**src/logic/smbus_cfg.svh**
```systemverilog
// Constants of the serial command port: address, field sizes, timing.
`ifndef SMBUS_CFG_SVH
`define SMBUS_CFG_SVH

`define SMB_SLAVE_ADDR 7'h20
`define SMB_BITS_PER_BYTE 4'h8
`define SMB_SYNC_RESET 1'b1
`define SMB_TIMEOUT_MS 35
`define SMB_CORE_CLK_KHZ 25000
`define SMB_TIMEOUT_CYCLES (`SMB_TIMEOUT_MS * `SMB_CORE_CLK_KHZ)

`endif

```
**src/logic/smbus_pkg.sv**
```systemverilog
// Types shared by the serial command port.
package smbus_pkg;

    // Protocol phase of the slave
    typedef enum logic [1:0] {
        st_idle,
        st_addr,
        st_rx,
        st_tx
    } smb_state_t;

endpackage

```
**src/logic/smbus_slave_command_port.sv**
```systemverilog
// Serial management bus slave: address decode, pointer, byte transfers.
`timescale 1ns/1ps
`include "smbus_cfg.svh"

module smbus_slave_command_port
    import smbus_pkg::*;
#(
    parameter int TIMEOUT_CYCLES = `SMB_TIMEOUT_CYCLES
) (
    input wire logic core_clk, // Core clock, 25 MHz
    input wire logic reset, // Synchronous reset, high
    input wire logic ce, // Clock enable, freezes state when low
    input wire logic scl_in, // Bus clock pin level
    input wire logic sda_in, // Bus data pin level
    output logic sda_out, // Data drive value, always low
    output logic sda_oe, // High while pulling data low
    input wire logic bus_timeout_enable_bit, // Timeout enable
    output logic [7:0] cmd_code, // Address pointer
    output logic [7:0] wr_data, // Received data byte
    output logic [7:0] wr_index, // Data byte number, 0 first
    output logic wr_strobe, // One-cycle pulse per data byte
    output logic [7:0] rd_index, // Byte number the master reads next
    input wire logic [7:0] rd_data, // Read byte for rd_index
    output logic fault_clear, // One-cycle pulse on send byte
    output logic timeout_event, // One-cycle pulse on bus timeout
    output logic busy // High from a start until stop, timeout, foreign address or master nack
);

    localparam int TW = $clog2(TIMEOUT_CYCLES + 1);

    smb_state_t state_q;
    logic [1:0] pins_s;
    logic scl_s, sda_s, scl_prev_q, sda_prev_q;
    logic scl_rise, scl_fall, start_cond, stop_cond, activity;
    logic [7:0] shift_q;
    logic [3:0] bit_cnt_q;
    logic in_ack_q, master_ack_q;
    logic [7:0] rx_cnt_q;
    logic [TW-1:0] idle_cnt_q;
    logic timed_out;

    // Sign-extension free increment of a byte counter
    function automatic logic [7:0] inc8(input logic [7:0] v);
        inc8 = v + 8'h01;
    endfunction

    // =====================================
    // Pin sampling
    smbus_sync #(
        .W(2)
    ) u_sync (
        .core_clk(core_clk),
        .reset(reset),
        .ce(ce),
        .async_in({scl_in, sda_in}),
        .sync_out(pins_s)
    );

    assign scl_s = pins_s[1];
    assign sda_s = pins_s[0];
    assign sda_out = 1'b0;
    assign busy = (state_q != st_idle);

    // Previous synchronised levels for edge finding
    always_ff @(posedge core_clk) begin
        if (reset) begin
            scl_prev_q <= 1'b1;
            sda_prev_q <= 1'b1;
        end else if (ce) begin
            scl_prev_q <= scl_s;
            sda_prev_q <= sda_s;
        end
    end

    // Data moving while clock is high marks start or stop
    assign scl_rise = scl_s & ~scl_prev_q;
    assign scl_fall = ~scl_s & scl_prev_q;
    assign start_cond = scl_s & scl_prev_q & sda_prev_q & ~sda_s;
    assign stop_cond = scl_s & scl_prev_q & ~sda_prev_q & sda_s;
    assign activity = (scl_s ^ scl_prev_q) | (sda_s ^ sda_prev_q);

    // =====================================
    // Bus idle timeout
    // Counts only while busy, address bytes included, so an idle bus never fires it.
    assign timed_out = bus_timeout_enable_bit && busy
        && (idle_cnt_q >= TW'(TIMEOUT_CYCLES - 1));

    always_ff @(posedge core_clk) begin
        if (reset) begin
            idle_cnt_q <= '0;
        end else if (ce) begin
            if (activity || !busy || !bus_timeout_enable_bit) begin
                idle_cnt_q <= '0;
            end else if (!timed_out) begin
                idle_cnt_q <= idle_cnt_q + TW'(1);
            end
        end
    end

    always_ff @(posedge core_clk) begin
        if (reset) begin
            timeout_event <= 1'b0;
        end else if (ce) begin
            timeout_event <= timed_out && !activity;
        end
    end

    // =====================================
    // Bit shifter and bit counter, sampled on clock rise
    // One shifter serves both directions: in a read the shifted-in
    // bits are the device's own echo and are never used.
    always_ff @(posedge core_clk) begin
        if (reset) begin
            shift_q <= 8'h00;
            bit_cnt_q <= 4'h0;
            master_ack_q <= 1'b0;
        end else if (ce) begin
            if (start_cond || timed_out) begin
                bit_cnt_q <= 4'h0;
            end else if (scl_fall && in_ack_q
                && (state_q == st_tx || state_q == st_addr)) begin
                // Read address ack ends here too: first byte loads now
                shift_q <= rd_data;
            end else if (scl_rise && state_q != st_idle) begin
                if (bit_cnt_q == `SMB_BITS_PER_BYTE) begin
                    bit_cnt_q <= 4'h0;
                    master_ack_q <= ~sda_s;
                end else begin
                    shift_q <= {shift_q[6:0], sda_s};
                    bit_cnt_q <= bit_cnt_q + 4'h1;
                end
            end
        end
    end

    // =====================================
    // Protocol state, ack phase and data drive, changed on clock fall
    always_ff @(posedge core_clk) begin
        if (reset) begin
            state_q <= st_idle;
            in_ack_q <= 1'b0;
            sda_oe <= 1'b0;
        end else if (ce) begin
            if (timed_out) begin
                state_q <= st_idle;
                in_ack_q <= 1'b0;
                sda_oe <= 1'b0;
            end else if (start_cond) begin
                state_q <= st_addr;
                in_ack_q <= 1'b0;
                sda_oe <= 1'b0;
            end else if (stop_cond) begin
                state_q <= st_idle;
                in_ack_q <= 1'b0;
                sda_oe <= 1'b0;
            end else if (scl_fall && state_q != st_idle) begin
                if (in_ack_q) begin
                    // Ninth clock over: release or send next byte
                    in_ack_q <= 1'b0;
                    case (state_q)
                        st_addr: begin
                            state_q <= shift_q[0] ? st_tx : st_rx;
                            sda_oe <= shift_q[0] & ~rd_data[7];
                        end
                        st_tx: begin
                            if (master_ack_q) begin
                                sda_oe <= ~rd_data[7];
                            end else begin
                                state_q <= st_idle;
                                sda_oe <= 1'b0;
                            end
                        end
                        default: begin
                            sda_oe <= 1'b0;
                        end
                    endcase
                end else if (bit_cnt_q == `SMB_BITS_PER_BYTE) begin
                    in_ack_q <= 1'b1;
                    case (state_q)
                        st_addr: begin
                            if (shift_q[7:1] == `SMB_SLAVE_ADDR) begin
                                sda_oe <= 1'b1;
                            end else begin
                                state_q <= st_idle;
                                in_ack_q <= 1'b0;
                                sda_oe <= 1'b0;
                            end
                        end
                        st_rx: begin
                            sda_oe <= 1'b1;
                        end
                        default: begin
                            sda_oe <= 1'b0;
                        end
                    endcase
                end else if (state_q == st_tx) begin
                    sda_oe <= ~shift_q[7];
                end
            end
        end
    end

    // =====================================
    // Write path: pointer, data strobes and fault clear
    // The pointer is kept across a repeated start for the read.
    always_ff @(posedge core_clk) begin
        if (reset) begin
            cmd_code <= 8'h00;
            wr_data <= 8'h00;
            wr_index <= 8'h00;
            wr_strobe <= 1'b0;
            rx_cnt_q <= 8'h00;
            fault_clear <= 1'b0;
        end else if (ce) begin
            wr_strobe <= 1'b0;
            fault_clear <= 1'b0;
            if (start_cond) begin
                rx_cnt_q <= 8'h00;
            end else if (stop_cond && state_q == st_rx) begin
                fault_clear <= (rx_cnt_q == 8'h01);
            end else if (scl_fall && !in_ack_q && state_q == st_rx
                && bit_cnt_q == `SMB_BITS_PER_BYTE) begin
                rx_cnt_q <= inc8(rx_cnt_q);
                if (rx_cnt_q == 8'h00) begin
                    cmd_code <= shift_q;
                end else begin
                    wr_data <= shift_q;
                    wr_index <= rx_cnt_q - 8'h01;
                    wr_strobe <= 1'b1;
                end
            end
        end
    end

    // =====================================
    // Read path: index of the byte the master fetches next
    always_ff @(posedge core_clk) begin
        if (reset) begin
            rd_index <= 8'h00;
        end else if (ce) begin
            if (start_cond) begin
                rd_index <= 8'h00;
            end else if (scl_rise && in_ack_q && state_q == st_tx
                && !sda_s) begin
                // Step on the ack rise so rd_data has settled by the fall
                rd_index <= inc8(rd_index);
            end
        end
    end

endmodule

```
**src/logic/smbus_sync.sv**
```systemverilog
// Two-flop synchroniser for the bus pins.
`timescale 1ns/1ps
`include "smbus_cfg.svh"

module smbus_sync #(
    parameter int W = 2
) (
    input wire logic core_clk, // Core clock
    input wire logic reset, // Synchronous reset, high
    input wire logic ce, // Clock enable
    input wire logic [W-1:0] async_in, // Raw pin levels
    output logic [W-1:0] sync_out // Levels in core domain
);

    logic [W-1:0] meta_q;

    // =====================================
    // Synchroniser stages
    // Only the second stage is seen by other logic.
    always_ff @(posedge core_clk) begin
        if (reset) begin
            meta_q <= {W{`SMB_SYNC_RESET}};
            sync_out <= {W{`SMB_SYNC_RESET}};
        end else if (ce) begin
            meta_q <= async_in;
            sync_out <= meta_q;
        end
    end

endmodule

```
**config.mk**
```make
export PLATFORM = sky130hd
export DESIGN_NAME = smbus_slave_command_port
export DESIGN_NICKNAME = d
export VERILOG_FILES = /design/src/logic/smbus_pkg.sv /design/src/logic/smbus_slave_command_port.sv /design/src/logic/smbus_sync.sv
export VERILOG_INCLUDE_DIRS = /design/src /design/src/logic
export SDC_FILE = /design/constraint.sdc
export NUM_CORES = 1
export LEC_CHECK = 0
export ABC_CLOCK_PERIOD_IN_PS = 4750
export BUFFER_PORTS_ARGS = -buffer_cell sky130_fd_sc_hd__buf_2
export CAP_MARGIN = 10
export CORE_MARGIN = 1
export CORE_UTILIZATION = 29
export CTS_CLUSTER_DIAMETER = 40
export DETAILED_ROUTE_END_ITERATION = 8
export PLACE_DENSITY = 0.47
export SYNTH_ARGS = -nofsm -noshare
export SYNTH_HDL_FRONTEND = slang
export SYNTH_SLANG_ARGS = --single-unit
```
**constraint.sdc**
```tcl
create_clock -name core_clk -period 4.75 [get_ports core_clk]
set_input_delay 0.475 -clock core_clk [delete_from_list [all_inputs] [get_ports core_clk]]
set_output_delay 0.475 -clock core_clk [all_outputs]
set_load 0.03 [all_outputs]
```
Yosys cells after proc, flatten, opt, wreduce, memory -nomap -nowiden --
Index checks and enable logic that the tools add are counted.
Word-level totals: flip-flop bits (word level) 86, input bits 14, output and inout bits 38
Operators by class: add/subtract/negate cells 5, order comparisons 1, equality and inequality tests 12, muxes and demuxes 49, bitwise gates (word level) 22, reductions and logical operators 45
Operators with widths (count):
- 8-bit two-way mux | 8
- 20-bit two-way mux | 2
- 1-bit two-way mux | 23
- 20-bit by 1-bit adder with 20-bit output, second input constant | 1
- 20-bit >= comparator, second input constant | 1
- 2-bit two-way mux | 9
- 8-bit by 1-bit adder with 8-bit output, second input constant | 2
- 4-bit two-way mux | 4
- 5-bit AND reduction | 3
- 5-bit nonzero test | 3
- 1-bit logical AND | 14
- 1-bit NOT | 11
- 2-bit nonzero test | 5
- 3-bit AND reduction | 3
- 1-bit AND | 8
- 8-bit by 1-bit equality test with 1-bit output, second input constant | 1
- 8-bit zero test | 1
- 8-bit by 1-bit subtractor with 8-bit output, second input constant | 1
- 7-bit by 6-bit equality test with 1-bit output, second input constant | 1
- 7-bit AND reduction | 1
- 2-bit inequality test, second input constant | 3
- 6-bit inequality test, second input constant | 1
- 2-bit AND reduction | 3
- 6-bit nonzero test | 1
- other kinds (14) | 24

Logic depth before layout (Yosys ltp) --
depth in word-level cells 9, gate-level depth with buffers 9, gate-level depth less buffers 8

Modules after synthesis --
Synthesis repeated with hierarchy kept, for this count alone.
Second synthesis, totals: cell total of the unflattened synthesis 532, area total of the unflattened synthesis 4556.9 um^2
By module, submodules not included:
- smbus_slave_command_port | times used 1, cells each 520, area an instance 4416.7 um^2, seq. area each 1641.6 um^2
- smbus_sync | times used 1, cells each 12, area an instance 140.1 um^2, seq. area each 80.1 um^2

Worst setup path after synthesis --
No wires, ideal clock.
path kind flip-flop to flip-flop, start reg state_q[1], end reg idle_cnt_q[3], arrival time 2.000 ns, path slack 2.690 ns, stages on the path, launching flop included 9, period minus slack after synthesis 2.060 ns, cell sequence dfxtp_1 > inv_1 > ha_1 > nand2b_1 > or3_1 > nand2_1 > nand2_1 > or4_1 > nand2_1
On the way: cells in the longest elaborated chain, start to end 6
RTL lines:
- start: declaration | RTL line smbus_slave_command_port.sv:31 | smb_state_t state_q;
- start signal: assignment | RTL line smbus_slave_command_port.sv:140 | state_q <= st_idle;
- start signal: assignment | RTL line smbus_slave_command_port.sv:145 | state_q <= st_idle;
- start signal: assignment | RTL line smbus_slave_command_port.sv:149 | state_q <= st_addr;
- 2-bit nonzero test * | RTL line smbus_slave_command_port.sv:62 | assign busy = (state_q != st_idle);
- 1-bit zero test | RTL line smbus_slave_command_port.sv:92 | if (activity || !busy || !bus_timeout_enable_bit) begin
- 1-bit logical OR (2 in a row) | RTL line smbus_slave_command_port.sv:92
- 2-bit by 1-bit inequality test with 1-bit output (no source line)
- 2-bit AND reduction (no source line)
- end signal: assignment | RTL line smbus_slave_command_port.sv:95 | idle_cnt_q <= idle_cnt_q + TW'(1);
- end: declaration | RTL line smbus_slave_command_port.sv:39 | logic [TW-1:0] idle_cnt_q;
Every way passes the cells marked *; elsewhere a longest branch is shown, timed or not. A chain may end at the register's enable or synchronous reset.

Worst setup path in the final report --
Same ends and word-level chain as after synthesis.

==> impl_metrics.py <==
metrics = {
    "critical_path": {
        "cp.depth": 8,
        "crit_slowest_cell": "or4_1",
        "cp-start-kind": "flop",
        "max_stage_delay_ns": 0.65,
        "cp_common_cell": "nand2_1",
        "worstSetupEndpointType": "flop",
        "reg2regPathDepth": 8,
        "cp_data_required_time_ns": 5.04,
        "crit_buf_inv": 1,
        "worstSetupPathType": "reg -> reg",
        "path_cells": "inv_1 -> ha_1 -> nand2b_1 -> or3_1 -> nand2_1 -> nand2_1 -> or4_1 -> nand2_1",
        "cp_max_fo": 19,
        "crit_family": "simple AND/OR/NAND/NOR gates",
        "arrival_ns": 2.94,
    },
    "drt": {
        "wl_per_cell_um": 14.8,
        "post-route-drc-count": 6,
        "drt_wl_total_um": 11000,
        "first_pass_iters": 6,
        "drt_iter0_drc": 196,
        "ant_nets": 0,
        "via_per_inst": 5.10,
        "vias": 3782,
    },
    "pwr": {
        "switching_power_mw": 0.358,
        "p_int_mw": 1.15,
        "p_comb_frac": 0.034,
        "cellLeakagePower_nw": 1.91,
        "sw_frac_of_total": 0.237,
        "p_seq_frac": 0.482,
        "ir_drop_v": 0.000143,
        "pwr_density_cell_mw_per_mm2": 301,
        "clockPowerShare": 0.484,
    },
    "sta": {
        "hold_slack_ns": 0.338,
        "finalClockSkew_ns": 0.0105,
        "layout_min_cycle_time_ns": 2.65,
        "fin_setup_tns_ns": 0,
        "drv_slew": 0,
        "setup_viol": 0,
        "tightest_slew_ns": 1.07,
        "hold_viol_final": 0,
        "post-route-period-util": 0.559,
        "relSlewSlack": 0.283,
        "max_freq_mhz": 377,
        "rsz0062_at_grt": "false",
    },
    "min_path": {
        "hp-class": "in -> reg",
        "worstHoldPathCells": 3,
    },
    "die": {
        "initial_core_util": 0.298,
        "core_area_sq_mm": 0.0146,
        "die_h_um": 125,
        "design.die.area_sq_mm": 0.0156,
        "fp.dieW_um": 125,
        "io_pins": 52,
        "rows": 44,
    },
    "cts": {
        "clock_latency_ns": 0.35,
        "cts_tree": "done",
        "hold_buffers": 0,
        "numCtsBuffers": 9,
        "cts_setup_buffers": 0,
        "clock_path_buffers": 2,
        "h-tree-depth": 3,
        "cts_sinks": 86,
        "cts_root_buf": "clkbuf_16",
        "path_clk_slew_ns": 0.07,
        "cts-resized-gates": 0,
    },
    "finish": {
        "final_area_sq_mm": 0.00503,
        "syn_to_final_growth_pct": 15.1,
        "final_layout_size_suffix_gt1_frac": 0.140,
        "diodes": 0,
        "final_common_cell": "dfxtp_1",
        "final_cell_mix": "dfxtp_1, nand2_1, nor2_1",
        "fin_nets": 581,
    },
    "place": {
        "port-buffer-count": 50,
        "gp_congestion": 0.763,
        "dpl.hpwl_um": 7710,
        "placed_area_sq_mm": 0.00472,
    },
    "run_status": {
        "status": "finished with violations",
        "violations": "design-rule violations",
    },
    "logic_synthesis": {
        "yosys_register_bits": 86,
        "synth.distinct_cells": 60,
        "yosys_warnings": 0,
        "seq_area_frac_synth": 0.394,
        "synth_nets": 546,
        "synth-async-reset-ratio": 0,
        "synthCells": 518,
        "synth_edf_count": 0,
        "avgSynthCellArea_sq_um": 8.43,
        "syn_area_sq_mm": 0.00437,
        "synth_top_flop_cell": "dfxtp_1",
    },
    "global_route": {
        "grt_max_degree": 50,
        "antenna_found_initial": 0,
        "grt.total_usage": 0.149,
        "grt_pass1_vias": 3604,
        "grt_pass1_wl_um": 18600,
        "grt_overflow_total": 0,
    },
    "job": {
        "drv_cap": 0,
    },
}
[synth_stat cells (all sizes together), types with 2 or more instances]
library cell,n,area (sq um)
and3,3,18.8
buf,12,80.1
xor2,16,140
a22oi,4,30.0
nand2,59,221
or3,11,68.8
o21ai,12,60.1
and4,2,17.5
nor4,6,58.8
inv,16,60.1
nand4,17,106
a21o,2,15.0
a31oi,4,25.0
xnor2,5,43.8
nor4b,2,23.8
nand3b,2,15.0
or4,9,67.6
nand4b,3,26.3
o211ai,7,52.6
a21oi,47,250
a311oi,11,96.3
nor3,6,35.0
nand2b,2,12.5
o21a,3,22.5
nor3b,2,15.0
nand3,20,100
and2,6,37.5
mux2i,23,230
dfxtp,86,1720
and3b,3,26.3
nor2b,5,31.3
clkbuf,16,60.1
o31ai,8,60.1
ha,14,175
nor2,56,210
a211oi,5,37.5
[kinds of logic after synthesis]
family,Yosys count,share of synthesized area
fa+ha+maj,14,0.0401
simple gates,219,0.261
flops,86,0.394
other cells,1,0.000858
compound gates,109,0.163
buf+inv,45,0.0467
xor+xnor,21,0.0421
mux,23,0.0527
[tightest hold or removal path: cells and delay by family]
| family | cells | cell delay, ns |
|---|---|---|
| AND/OR/NAND/NOR | 1 | 0.06 |
| multiplexers | 1 | 0.05 |
| buffers and inverters | 1 | 0.08 |
[cell type report]
class                   instances  area, sq um
clock buffers                   9          225
repair buffers                 52          265
clock inverters                 7         78.8
fillers                      1560         9620
multi-input cells             387         2440
well taps                     184          230
flip-flops and latches         86         1720
inverters                      17         63.8
[sequential cells by signal, indices dropped and copies added (netlist names)]
register / flops
shift_q: 8
idle_cnt_q: 20
master_ack_q: 1
u_sync.meta_q: 2
wr_data: 8
wr_strobe: 1
in_ack_q: 1
u_sync.sync_out: 2
state_q: 2
sda_oe: 1
sda_prev_q: 1
rd_index: 8
scl_prev_q: 1
rx_cnt_q: 8
cmd_code: 8
timeout_event: 1
wr_index: 8
fault_clear: 1
bit_cnt_q: 4
[layer usage]
metal | GRT usage | vias to the layer above | part of all wire
li1 | - | 1934 | -
met4 | 0.0712 | 0 | 0.020
met3 | 0.0305 | 14 | 0.039
met1 | 0.204 | 1770 | 0.52
met2 | 0.223 | 64 | 0.42
met5 | 0 | - | 0
[stage by stage]
step	utilization	setup WS [ns]	std cells	total power [mW]
after floorplan	-	2.69	518	0.779
after global placement	0.322	1.91	725	0.796
after detailed placement	0.322	1.80	725	0.797
after CTS	0.343	1.79	741	1.53
after global routing	0.343	1.91	742	1.57
final	0.343	2.10	742	1.51
[power by group through the flow]
stage	clock network (mW)	registers (mW)	logic, mW
final	0.732	0.728	0.0513
after global routing	0.785	0.728	0.0573
after CTS	0.753	0.728	0.0521
after detailed placement	0	0.745	0.0520
after global placement	0	0.744	0.0516
after floorplan	0	0.744	0.0352
[final timing paths]
check / endpoint / startpoint / slack [ns]
max: idle_cnt_q[3]$_SDFFE_PP0P_ / state_q[1]$_SDFFE_PP0P_ / 2.10
min: u_sync.meta_q[0]$_SDFFE_PP1P_ / sda_in / 0.34
max reg2reg: idle_cnt_q[3]$_SDFFE_PP0P_ / state_q[1]$_SDFFE_PP0P_ / 2.10
min reg2reg: wr_data[7]$_SDFFE_PP0P_ / wr_data[7]$_SDFFE_PP0P_ / 0.45
(Power assumes the default switching activity.)
